### src/rss_defs.svh
`ifndef RSS_DEFS_SVH
`define RSS_DEFS_SVH

`define RSS_CLK_PERIOD_NS 8
`define RSS_POWER_ON_WAIT_NS 250000
`define RSS_RESET_LOW_WIDTH_NS 250000
`define RSS_MOD_SETTLE_TICKS 256
`define RSS_FILTER_START_TICKS 44
`define RSS_OVERSAMPLING_RATIO 1024
`define RSS_GC_DELAY_TICKS 2
`define RSS_CHOP_CONVERSIONS 3
`define RSS_SAMPLE_READY_LOW_TICKS 4
`define RSS_FAST_RESULTS 2
`define RSS_WORD_BITS 24
`define RSS_FRAME_WORDS 5
`define RSS_CMD_BITS 16
`define RSS_CMD_RESET 16'h0011

`endif

### src/rss_pkg.sv
package rss_pkg;
  typedef enum logic [2:0] {
    RSS_POR_WAIT,
    RSS_PIN_HOLD,
    RSS_CMD_RESET,
    RSS_CLK_WAIT,
    RSS_STARTUP,
    RSS_CONVERT
  } rss_state_t;
endpackage

### src/rss_frame_if.sv
`timescale 1ns/100ps
interface rss_frame_if;
  logic enable;
  logic frame_active;
  logic cmd_reset;
  modport rx (
    input enable,
    output frame_active,
    output cmd_reset
  );
  modport ctl (
    output enable,
    input frame_active,
    input cmd_reset
  );
endinterface

### src/rss_frame_rx.sv
`timescale 1ns/100ps
`include "rss_defs.svh"
module rss_frame_rx
  import rss_pkg::*;
#(
  parameter int WORD_BITS = `RSS_WORD_BITS,
  parameter int FRAME_WORDS = `RSS_FRAME_WORDS
) (
  input wire logic clk,
  input wire logic rst_n,
  input wire logic sclk,
  input wire logic cs_n,
  input wire logic mosi,
  rss_frame_if.rx frm
);
  localparam int FRAME_BITS = WORD_BITS * FRAME_WORDS;
  localparam int CNT_W = $clog2(FRAME_BITS + 2);

  typedef struct packed {
    logic [2:0] sclk_s;
    logic [2:0] cs_s;
    logic [1:0] mosi_s;
    logic [CNT_W-1:0] bit_cnt;
    logic [`RSS_CMD_BITS-1:0] cmd;
    logic cmd_reset;
  } rss_rx_t;

  rss_rx_t s;
  rss_rx_t next_s;

  always_comb begin
    logic sclk_rise;
    logic cs_rise;
    logic cs_low;
    sclk_rise = 1'b0;
    cs_rise = 1'b0;
    cs_low = 1'b0;
    next_s = s;
    next_s.sclk_s = {s.sclk_s[1:0], sclk};
    next_s.cs_s = {s.cs_s[1:0], cs_n};
    next_s.mosi_s = {s.mosi_s[0], mosi};
    next_s.cmd_reset = 1'b0;
    sclk_rise = s.sclk_s[1] & ~s.sclk_s[2];
    cs_rise = s.cs_s[1] & ~s.cs_s[2];
    cs_low = ~s.cs_s[1];
    if (cs_low && sclk_rise) begin
      // Command is the top of the first word; later bits only count
      if (s.bit_cnt < CNT_W'(`RSS_CMD_BITS)) begin
        next_s.cmd = {s.cmd[`RSS_CMD_BITS-2:0], s.mosi_s[1]};
      end
      if (s.bit_cnt <= CNT_W'(FRAME_BITS)) begin
        next_s.bit_cnt = s.bit_cnt + CNT_W'(1);
      end
    end
    if (cs_rise) begin
      // Frame end: act only on a full five-word frame taken while ready
      if (frm.enable && s.bit_cnt == CNT_W'(FRAME_BITS)
          && s.cmd == `RSS_CMD_RESET) begin
        next_s.cmd_reset = 1'b1;
      end
      next_s.bit_cnt = '0;
      next_s.cmd = '0;
    end
    if (!rst_n) begin
      next_s.bit_cnt = '0;
      next_s.cmd = '0;
      next_s.cmd_reset = 1'b0;
    end
  end

  always_ff @(posedge clk) begin
    s <= next_s;
  end

  assign frm.cmd_reset = s.cmd_reset;
  assign frm.frame_active = ~s.cs_s[2];
endmodule

### src/rss_reset_startup_sequencer.sv
// Function
// - Reset comes from power-on, a long low on the reset pin, or a command.
// - Any reset restores register defaults; conversions start once modulator clock runs.
// - Sample-ready rising edge marks serial readiness; earlier frames are discarded.
// - After power-on wait sample-ready rises; defaults load during the wait.
// - Reset pin must stay low longer than the minimum width to reset.
// - Pin reset holds while the pin is low, releases when it goes high.
// - Reset command code is 0011h in the first word of the frame.
// - Reset command acts only after the whole frame has been clocked.
// - A frame ended early discards the reset command.
// - A complete frame is exactly five words; host clocks all five.
// - Reset follows the latched command at once; host then waits settle time.
// - Sampling starts after modulator clock toggles plus 256 plus 44 periods.
// - Fast path settles in one data period, sinc3 in three; both fed together.
// - First two results come from the fast path, each with a falling edge.
// - Third and later results come from the sinc3 path.
// - Pin or command reset skips power-on wait but keeps startup delay.
// - Two conversion modes: continuous and global-chop.
// - Continuous mode gives a result each oversampling ratio modulator periods.
`timescale 1ns/100ps
`include "rss_defs.svh"
module rss_reset_startup_sequencer
  import rss_pkg::*;
#(
  parameter int POWER_ON_WAIT_CYC =
    (`RSS_POWER_ON_WAIT_NS + `RSS_CLK_PERIOD_NS - 1) / `RSS_CLK_PERIOD_NS,
  parameter int RESET_LOW_WIDTH_CYC =
    (`RSS_RESET_LOW_WIDTH_NS + `RSS_CLK_PERIOD_NS - 1) / `RSS_CLK_PERIOD_NS,
  parameter int OVERSAMPLING_RATIO = `RSS_OVERSAMPLING_RATIO,
  parameter int GC_DELAY_TICKS = `RSS_GC_DELAY_TICKS,
  parameter int WORD_BITS = `RSS_WORD_BITS,
  parameter int FRAME_WORDS = `RSS_FRAME_WORDS
) (
  input wire logic clk,
  input wire logic rst_n,
  input wire logic reset_pin_n,
  input wire logic modulator_clock_in,
  input wire logic global_chop_en,
  input wire logic sclk,
  input wire logic cs_n,
  input wire logic mosi,
  output logic sample_ready_n,
  output logic config_reset,
  output logic spi_ready,
  output logic modulator_run,
  output logic fast_filter_en,
  output logic result_valid,
  output logic result_from_sinc3
);
  localparam int CNT_W = 32;
  localparam int STARTUP_TICKS = `RSS_MOD_SETTLE_TICKS + `RSS_FILTER_START_TICKS;
  localparam int CONT_PERIOD = OVERSAMPLING_RATIO;
  localparam int CHOP_PERIOD = GC_DELAY_TICKS + `RSS_CHOP_CONVERSIONS * OVERSAMPLING_RATIO;

  typedef struct packed {
    rss_state_t state;
    logic [1:0] pin_s;
    logic [2:0] mclk_s;
    logic [CNT_W-1:0] low_cnt;
    logic [CNT_W-1:0] cnt;
    logic [7:0] ready_low_cnt;
    logic [1:0] conv_cnt;
    logic sample_ready_n;
    logic result_valid;
    logic result_from_sinc3;
  } rss_seq_t;

  rss_seq_t s;
  rss_seq_t next_s;

  rss_frame_if frm ();

  rss_frame_rx #(
    .WORD_BITS(WORD_BITS),
    .FRAME_WORDS(FRAME_WORDS)
  ) u_frame_rx (
    .clk(clk),
    .rst_n(rst_n),
    .sclk(sclk),
    .cs_n(cs_n),
    .mosi(mosi),
    .frm(frm.rx)
  );

  function automatic logic in_reset(input rss_state_t st);
    in_reset = (st == RSS_POR_WAIT) || (st == RSS_PIN_HOLD) || (st == RSS_CMD_RESET);
  endfunction

  always_comb begin
    logic mod_tick;
    logic pin_low;
    logic pin_trig;
    logic [CNT_W-1:0] period;
    mod_tick = 1'b0;
    pin_low = 1'b0;
    pin_trig = 1'b0;
    period = '0;
    next_s = s;
    next_s.pin_s = {s.pin_s[0], reset_pin_n};
    next_s.mclk_s = {s.mclk_s[1:0], modulator_clock_in};
    next_s.result_valid = 1'b0;
    // One modulator period per rising edge of the sampled clock
    mod_tick = s.mclk_s[1] & ~s.mclk_s[2];
    pin_low = ~s.pin_s[1];
    period = global_chop_en ? CNT_W'(CHOP_PERIOD) : CNT_W'(CONT_PERIOD);

    // Low-time counter saturates so a held pin keeps triggering
    if (pin_low) begin
      if (s.low_cnt <= CNT_W'(RESET_LOW_WIDTH_CYC)) begin
        next_s.low_cnt = s.low_cnt + CNT_W'(1);
      end
    end else begin
      next_s.low_cnt = '0;
    end
    pin_trig = pin_low && (s.low_cnt >= CNT_W'(RESET_LOW_WIDTH_CYC));

    // Sample-ready low pulse after each result
    if (s.ready_low_cnt != 8'h00 && mod_tick) begin
      next_s.ready_low_cnt = s.ready_low_cnt - 8'h01;
      if (s.ready_low_cnt == 8'h01) begin
        next_s.sample_ready_n = 1'b1;
      end
    end

    case (s.state)
      RSS_POR_WAIT: begin
        next_s.sample_ready_n = 1'b0;
        next_s.cnt = s.cnt + CNT_W'(1);
        if (s.cnt >= CNT_W'(POWER_ON_WAIT_CYC - 1)) begin
          next_s.state = RSS_CLK_WAIT;
          next_s.sample_ready_n = 1'b1;
          next_s.cnt = '0;
        end
      end
      RSS_PIN_HOLD: begin
        next_s.sample_ready_n = 1'b0;
        if (!pin_low) begin
          // No power-on wait here, straight to startup delay
          next_s.state = RSS_CLK_WAIT;
          next_s.sample_ready_n = 1'b1;
        end
      end
      RSS_CMD_RESET: begin
        next_s.state = RSS_CLK_WAIT;
        next_s.sample_ready_n = 1'b1;
      end
      RSS_CLK_WAIT: begin
        if (mod_tick) begin
          next_s.state = RSS_STARTUP;
          next_s.cnt = CNT_W'(1);
        end
      end
      RSS_STARTUP: begin
        if (mod_tick) begin
          next_s.cnt = s.cnt + CNT_W'(1);
          if (s.cnt >= CNT_W'(STARTUP_TICKS - 1)) begin
            next_s.state = RSS_CONVERT;
            next_s.cnt = '0;
            next_s.conv_cnt = 2'b00;
          end
        end
      end
      RSS_CONVERT: begin
        if (mod_tick) begin
          next_s.cnt = s.cnt + CNT_W'(1);
          if (s.cnt >= period - CNT_W'(1)) begin
            next_s.cnt = '0;
            next_s.result_valid = 1'b1;
            next_s.sample_ready_n = 1'b0;
            next_s.ready_low_cnt = 8'(`RSS_SAMPLE_READY_LOW_TICKS);
            next_s.result_from_sinc3 = (s.conv_cnt >= 2'(`RSS_FAST_RESULTS));
            if (s.conv_cnt != 2'b11) begin
              next_s.conv_cnt = s.conv_cnt + 2'b01;
            end
          end
        end
      end
      default: begin
        next_s.state = RSS_POR_WAIT;
      end
    endcase

    // Pin reset beats command reset; both drop any conversion in flight
    if (pin_trig) begin
      next_s.state = RSS_PIN_HOLD;
      next_s.sample_ready_n = 1'b0;
      next_s.ready_low_cnt = 8'h00;
      next_s.cnt = '0;
      next_s.conv_cnt = 2'b00;
      next_s.result_from_sinc3 = 1'b0;
      next_s.result_valid = 1'b0;
    end else if (frm.cmd_reset) begin
      next_s.state = RSS_CMD_RESET;
      next_s.sample_ready_n = 1'b0;
      next_s.ready_low_cnt = 8'h00;
      next_s.cnt = '0;
      next_s.conv_cnt = 2'b00;
      next_s.result_from_sinc3 = 1'b0;
      next_s.result_valid = 1'b0;
    end

    if (!rst_n) begin
      next_s.state = RSS_POR_WAIT;
      next_s.low_cnt = '0;
      next_s.cnt = '0;
      next_s.ready_low_cnt = 8'h00;
      next_s.conv_cnt = 2'b00;
      next_s.sample_ready_n = 1'b0;
      next_s.result_valid = 1'b0;
      next_s.result_from_sinc3 = 1'b0;
    end
  end

  always_ff @(posedge clk) begin
    s <= next_s;
  end

  // Frames are only accepted once readiness has been signalled
  assign frm.enable = ~in_reset(s.state);
  assign spi_ready = ~in_reset(s.state);
  assign config_reset = in_reset(s.state);
  assign sample_ready_n = s.sample_ready_n;
  assign modulator_run = (s.state == RSS_CONVERT);
  assign fast_filter_en = ~in_reset(s.state) && (s.conv_cnt < 2'(`RSS_FAST_RESULTS));
  assign result_valid = s.result_valid;
  assign result_from_sinc3 = s.result_from_sinc3;
endmodule

### config.mk
export PLATFORM = sky130hd
export DESIGN_NAME = rss_reset_startup_sequencer
export DESIGN_NICKNAME = d
export VERILOG_FILES = /design/src/rss_pkg.sv /design/src/rss_frame_if.sv /design/src/rss_frame_rx.sv /design/src/rss_reset_startup_sequencer.sv
export VERILOG_INCLUDE_DIRS = /design/src
export SDC_FILE = /design/constraint.sdc
export NUM_CORES = 1
export LEC_CHECK = 0
export BUFFER_PORTS_ARGS = -buffer_cell sky130_fd_sc_hd__buf_2
export CELL_PAD_IN_SITES_DETAIL_PLACEMENT = 1
export CELL_PAD_IN_SITES_GLOBAL_PLACEMENT = 2
export CORE_MARGIN = 5
export CORE_UTILIZATION = 40
export CTS_CLUSTER_SIZE = 20
export DETAILED_ROUTE_END_ITERATION = 12
export GPL_TIMING_DRIVEN = 1
export HOLD_SLACK_MARGIN = 0.12
export PLACE_DENSITY = 0.86
export SYNTH_ARGS = -nofsm -noshare
export SYNTH_HDL_FRONTEND = slang
export SYNTH_SLANG_ARGS = --single-unit
export TNS_END_PERCENT = 20
### constraint.sdc
create_clock -name clk -period 3 [get_ports clk]
set_input_delay 0.15 -clock clk [delete_from_list [all_inputs] [get_ports clk]]
set_output_delay 0.15 -clock clk [all_outputs]
set_load 0.01 [all_outputs]
## Word-level counts from Yosys, hierarchy flattened

Cells that the tools add are included.

| word-level totals | value |
|---|---|
| bits in registers | 117 |
| word-level logic and storage cells | 128 |
| output and inout bits | 7 |
| bits of input ports | 8 |

| operators by class | value |
|---|---|
| multiplexer cells | 28 |
| equality and inequality tests | 29 |
| order comparisons | 9 |
| add/sub/neg operators | 6 |
| reduce and logical (&&, ||, !) cells | 26 |
| bitwise gates (word level) | 12 |

Operators by type and width:

| kind | number |
|---|---|
| $mux W32 | 4 |
| $pmux W32 S4 | 1 |
| $mux W45 | 2 |
| $add A32 B1 Y32 const B | 2 |
| $ge A32 B15 Y1 const B | 2 |
| $ge A32 B32 Y1 | 1 |
| $ge A32 B9 Y1 const B | 1 |
| $le A32 B15 Y1 const B | 1 |
| $reduce_and A6 Y1 | 4 |
| $ne A4 B3 Y1 const B | 5 |
| $pmux W3 S6 | 1 |
| $eq A16 B5 Y1 const B | 1 |
| $mux W8 | 2 |
| $mux W3 | 5 |
| $ne A3 B2 Y1 const B | 5 |
| $sub A12 B1 Y13 const B | 1 |
| $mux W12 | 1 |
| $ne A2 B2 Y1 const B | 6 |
| $not A1 Y1 | 9 |
| $eq A8 B1 Y1 const B | 1 |
| $mux W2 | 4 |
| $ne A2 B1 Y1 const B | 4 |
| $reduce_bool A8 Y1 | 1 |
| $sub A8 B1 Y8 const B | 1 |
| other kinds (26) | 45 |

## Logic depth before layout (Yosys ltp)

| depth | value |
|---|---|
| depth after elaboration | 7 |
| depth in mapped cells | 10 |
| gate-level depth less buffers | 8 |

## Modules after synthesis

A second synthesis with hierarchy kept.

| unflattened totals | value |
|---|---|
| cells, all modules | 590 |
| area, all modules | 5629.1 sq um |

By module, submodules not included:

| module | cells an instance | area each (sq um) | seq. area each (sq um) | times used |
|---|---|---|---|---|
| rss_reset_startup_sequencer | 478 | 4459.3 | 1701.6 | 1 |
| rss_frame_rx | 112 | 1169.9 | 640.6 | 1 |

## Worst setup path before layout

OpenSTA, ideal clock, no wires.

| timing path | value |
|---|---|
| path kind | flip-flop to flip-flop |
| from | register s[22] (netlist name) |
| to | register s[19] (netlist name) |
| stages on the path, launching flop included | 9 |
| data arrival time | 2.248 ns |
| required time | 2.919 ns |
| setup time | 0.081 ns |
| buffers on the path | 1 |
| clock period less this slack | 2.329 ns |
| path slack | 0.671 ns |
| cells stage by stage | dfxtp_1 ha_1 and4_1 a221o_1 or3_4 nor3_4 o21ai_2 buf_6 a211oi_2 |

| between the ends | value |
|---|---|
| cells in the longest elaborated chain, start to end | 4 |
| elaborated cells between the ends (all ways) | 9 |
| classes of those cells | order compare (3); mux (6) |

Ends and longest elaborated chain:

| element | line | source |
|---|---|---|
| from (decl) | rss_reset_startup_sequencer.sv:68 | `rss_seq_t s;` |
| from (signal assigned) | rss_reset_startup_sequencer.sv:215 | `s <= next_s;` |
| $ge A32 B32 Y1 or $ge A32 B9 Y1 (tied branches) | rss_reset_startup_sequencer.sv:166, rss_reset_startup_sequencer.sv:156 |  |
| $mux W45 or $mux W32 (tied branches) | rss_reset_startup_sequencer.sv:166, rss_reset_startup_sequencer.sv:156 |  |
| $mux W45 or $mux W32 (tied branches) | rss_reset_startup_sequencer.sv:164, rss_reset_startup_sequencer.sv:154 |  |
| $pmux W32 S4 * | rss_reset_startup_sequencer.sv:125 | `case (s.state)` |

Every way passes the cells marked *; elsewhere a longest branch is shown, timed or not. The select of a mux whose other input is x is not followed.
A chain may end at the register's enable or synchronous reset.

## Worst setup path after layout

| timing path | value |
|---|---|
| from | register s[22] (netlist name) |
| to | register s[44] (netlist name) |

| between the ends | value |
|---|---|
| cells in the longest elaborated chain, start to end | 4 |
| elaborated cells between the ends (all ways) | 10 |
| classes of those cells | add/sub (1); order compare (3); mux (6) |

Ends and longest elaborated chain:

| element | line |
|---|---|
| $add A32 B1 Y32, or another cell as far along | rss_reset_startup_sequencer.sv:128, rss_reset_startup_sequencer.sv:155, rss_reset_startup_sequencer.sv:165 |
| $mux W45 or $mux W32 (tied branches) | rss_reset_startup_sequencer.sv:166, rss_reset_startup_sequencer.sv:156 |
| $mux W45 or $mux W32 (tied branches) | rss_reset_startup_sequencer.sv:164, rss_reset_startup_sequencer.sv:154 |
| $pmux W32 S4 * | rss_reset_startup_sequencer.sv:125 |

Marks and branches as above.

==> results.tsv <==
stage	metric	value	unit
timing	Final Hold Viols	0	
finish	Finished Layout Cells	820	
timing	Slew headroom	26.7	%
timing	final worst-path cycle share	94.8	%
timing	WHS	0.326	ns
cts	CTS tree	done	
place	RePlAce Congestion	0.820	
drt	# DRC	0	
floorplan	DIE HEIGHT	127	um
synthesis	number of flops mapped to enable cells by yosys	0	
global_routing	GR Util met1	20.6	%
critical_path	CP top delay family	compound AO/OA/AOI/OAI gates	
synthesis	Syn Nets	636	
drt	vias	4437	
power	total power divided by cell area	616	nW/um2
outcome	status	finished clean	
power	Leak	2.37	nW
synthesis	Mapped Avg Cell Area	9.11	um2
drt	final wirelength	13400	um
synthesis	FF+latch count, synth	117	
finish	fraction of layout cells with a size suffix above 1	14.6	%
critical_path	ordered list of cells on the worst path	ha_1, and4_1, a221o_1, or3_4, nor3_4, o21ai_2, a211oi_2	
timing	Clock Skews	0.00845	ns
floorplan	DIE WIDTH	127	um
floorplan	initial cell density of the core	41.1	%
place	area of placed instances	5780	um2
drt	routed vias/inst	5.41	
critical_path	CP Class	register to register	
finish	Synth-to-Final Area Change	17.5	%
cts	root buffer cell	clkbuf_16	
floorplan	io pins	15	
global_routing	GR peak layer	met2	
cts	clk_lat worst skew	0.42	ns
synthesis	Ys Warns	0	
worst_hold_path	HP Class	register to register	
floorplan	# rows	42	
drt	Iteration-0 DRC Markers	172	
global_routing	number of global-route vias before repair	4634	
synthesis	cell count after synthesis	605	
finish	ANT cells	0	
critical_path	critical path required time	3.34	ns
drt	Avg WL per Cell	16.3	um
place	estimated wirelength of the detail-placed design	8830	um
critical_path	worst endpoint data arrival time	3.18	ns
floorplan	core box area	13400	um2
critical_path	CP endpoint kind	register	
synthesis	async set-or-reset flop fraction in the synthesized netlist	0	%
critical_path	slowest CP cell	dfxtp_1	
global_routing	All-Layer GR Usage	17.1	%
timing	Final Max Slew Viols	0	
timing	fmax	352	MHz
floorplan	die area	16200	um2
synthesis	Unique masters post-synth	56	
critical_path	CP max FO	15	
critical_path	CP max stage delay	0.43	ns
global_routing	initial antenna violation count	0	
timing	Worst-Margin Slew	1.10	ns
critical_path	CP Launch Type	register	
drt	First-pass DRT Iterations	4	
power	worst vdd ir	0.000424	V
cts	H-tree Lvls	4	
finish	final instance area	6480	um2
place	Inst Count DP	781	
cts	Worst-path clk slew	0.06	ns
global_routing	met2 Usage GRT	29.0	%
cts	worst-case clock buffer depth	2	
critical_path	worst path bufs/invs	0	
drt	DRT antenna net count	0	
global_routing	global route overflow	0	
cts	post-CTS sizing	0	
flow_run	Max Cap Violations	0	
finish	Layout Nets	662	
timing	final count of negative-setup-slack endpoints	0	
timing	Min Clock Period, post-route	2.84	ns
global_routing	global-route wire length before repair	22500	um
synthesis	ys flop type	dfxtp_1	
finish	Final Util	48.3	%
finish	fillers	1526	
synthesis	Seq/Total Area, Yosys	42.5	%
cts	TritonCTS Buffers	17	
cts	CTS sink count	117	
global_routing	largest net degree at the start of global routing	31	
global_routing	grt met3 use	4.01	%
place	IO buf count	14	
synthesis	Mapped Area	5510	um2
cells by family after synthesis:
group,synth area share (%)
DFF,42.5
xor gates and xnor gates,7.31
muxes,0.182
adders and majority gates,5.22
and+or+nand+nor,24.0
buffers and inverters,3.54
AOI/OAI and AO/OA,17.3
flip-flops by register name, indices dropped and copies added, names as in the netlist:
signal and count:
next_s 3, result_from_sinc3 1, result_valid 1, s 79
sample_ready_n 1, u_frame_rx.frm.cmd_reset 1, u_frame_rx.next_s 5, u_frame_rx.s 26
Yosys cell counts (all sizes together) (2+ instances only):
library cell | number | area share, %
nand2b | 5 | 0.57
o31a | 2 | 0.32
o21a | 7 | 0.95
nand2 | 68 | 4.6
o2111ai | 2 | 0.32
or4 | 3 | 0.41
o21ai | 14 | 1.3
o31ai | 3 | 0.41
nor3b | 3 | 0.41
buf | 13 | 1.4
nor4 | 16 | 1.9
a31oi | 3 | 0.34
and3 | 11 | 1.2
inv | 21 | 1.4
nand3 | 13 | 1.2
dfxtp | 117 | 42
and4 | 8 | 1.3
clkbuf | 10 | 0.70
and3b | 2 | 0.32
nand4 | 17 | 2.0
nor2 | 44 | 3.0
xnor2 | 23 | 3.7
a211o | 4 | 0.64
or3 | 9 | 1.1
a21oi | 41 | 3.7
o211ai | 4 | 0.54
nor2b | 5 | 0.57
nor4b | 3 | 0.48
nor3 | 21 | 2.1
xor2 | 23 | 3.7
ha | 23 | 5.2
and2 | 20 | 2.3
a211oi | 31 | 6.8
a21o | 3 | 0.41
area by class of cell:
cell class                      count  area (um2)  share of cell area (%)
Timing Repair Buffer               29         210                    3.25
Inverter                           21        78.8                    1.22
Multi-Input combinational cell    445        3000                    46.3
Clock buffer                       19         453                    6.99
Sequential cell                   117        2340                    36.2
Clock inverter                     13         171                    2.65
Tap cell                          176         220                    3.40
worst paths after layout:
check / start / endpoint / slack [ns] / cells past startpoint
setup / recovery: s[22]$_SDFFE_PP0P_ / s[44]$_SDFFE_PP0P_ / 0.16 / 7
hold / removal: u_frame_rx.next_s[30]$_DFF_P_ / u_frame_rx.next_s[31]$_DFF_P_ / 0.33 / 0
setup reg to reg: s[22]$_SDFFE_PP0P_ / s[44]$_SDFFE_PP0P_ / 0.16 / 7
hold reg to reg: u_frame_rx.next_s[30]$_DFF_P_ / u_frame_rx.next_s[31]$_DFF_P_ / 0.33 / 0
per-layer routing:
| metal | vias to the layer above | share of wire, % |
|---|---|---|
| met2 | 45 | 49 |
| met3 | 30 | 2.3 |
| met4 | 0 | 2.1 |
| met1 | 2139 | 46 |
| met5 | - | 0 |
| li1 | 2223 | - |
timing repair:
item | CTS | global route
setup buffers | 0 | 0
hold endpoints to repair | 7 | 0
endpoints found under the setup margin | 0 | 3
hold buffers | 6 | 0
report_power, final:
| group | leakage, nW | internal (mW) | switching [mW] |
|---|---|---|---|
| Clock | 0.301 | 1.36 | 0.768 |
| Sequential | 0.949 | 1.59 | 0.0350 |
| Combinational | 1.12 | 0.0977 | 0.133 |
placed cells by master, fill, tap and decap left out, drive strengths merged, types with 3 or more instances in the layout:
| cell type | Yosys | routed |
|---|---|---|
| a211o | 4 | 4 |
| a211oi | 31 | 31 |
| a21o | 3 | 3 |
| a21oi | 41 | 41 |
| a31oi | 3 | 3 |
| and2 | 20 | 20 |
| and3 | 11 | 11 |
| and4 | 8 | 8 |
| buf | 13 | 23 |
| bufinv | 0 | 3 |
| clkbuf | 10 | 19 |
| clkinv | 0 | 5 |
| dfxtp | 117 | 117 |
| dlygate4sd3 | 0 | 6 |
| ha | 23 | 23 |
| inv | 21 | 24 |
| nand2 | 68 | 68 |
| nand2b | 5 | 5 |
| nand3 | 13 | 13 |
| nand4 | 17 | 17 |
| nor2 | 44 | 44 |
| nor2b | 5 | 5 |
| nor3 | 21 | 21 |
| nor3b | 3 | 3 |
| nor4 | 16 | 16 |
| nor4b | 3 | 3 |
| o211ai | 4 | 4 |
| o21a | 7 | 7 |
| o21ai | 14 | 15 |
| o31ai | 3 | 3 |
| or3 | 9 | 9 |
| or4 | 3 | 3 |
| xnor2 | 23 | 23 |
| xor2 | 23 | 23 |
worst register-to-register path, cell delays in order (launching register included):
cell      delay, ns
dfxtp_1        0.43
ha_1           0.29
and4_1         0.24
a221o_1        0.35
or3_4          0.42
nor3_4         0.33
o21ai_2        0.38
a211oi_2       0.32
metrics by stage:
step	worst slack (ns)	setup TNS, ns	total power, mW
2_1_floorplan	0.671	0	1.82
3_3_place_gp	0.215	0	1.88
3_5_place_dp	0.0970	0	1.89
4_1_cts	0.162	0	4.04
5_1_grt	-0.000584	-0.000584	4.15
6_report	0.156	0	3.99
Power figures use the tool's default switching activity.
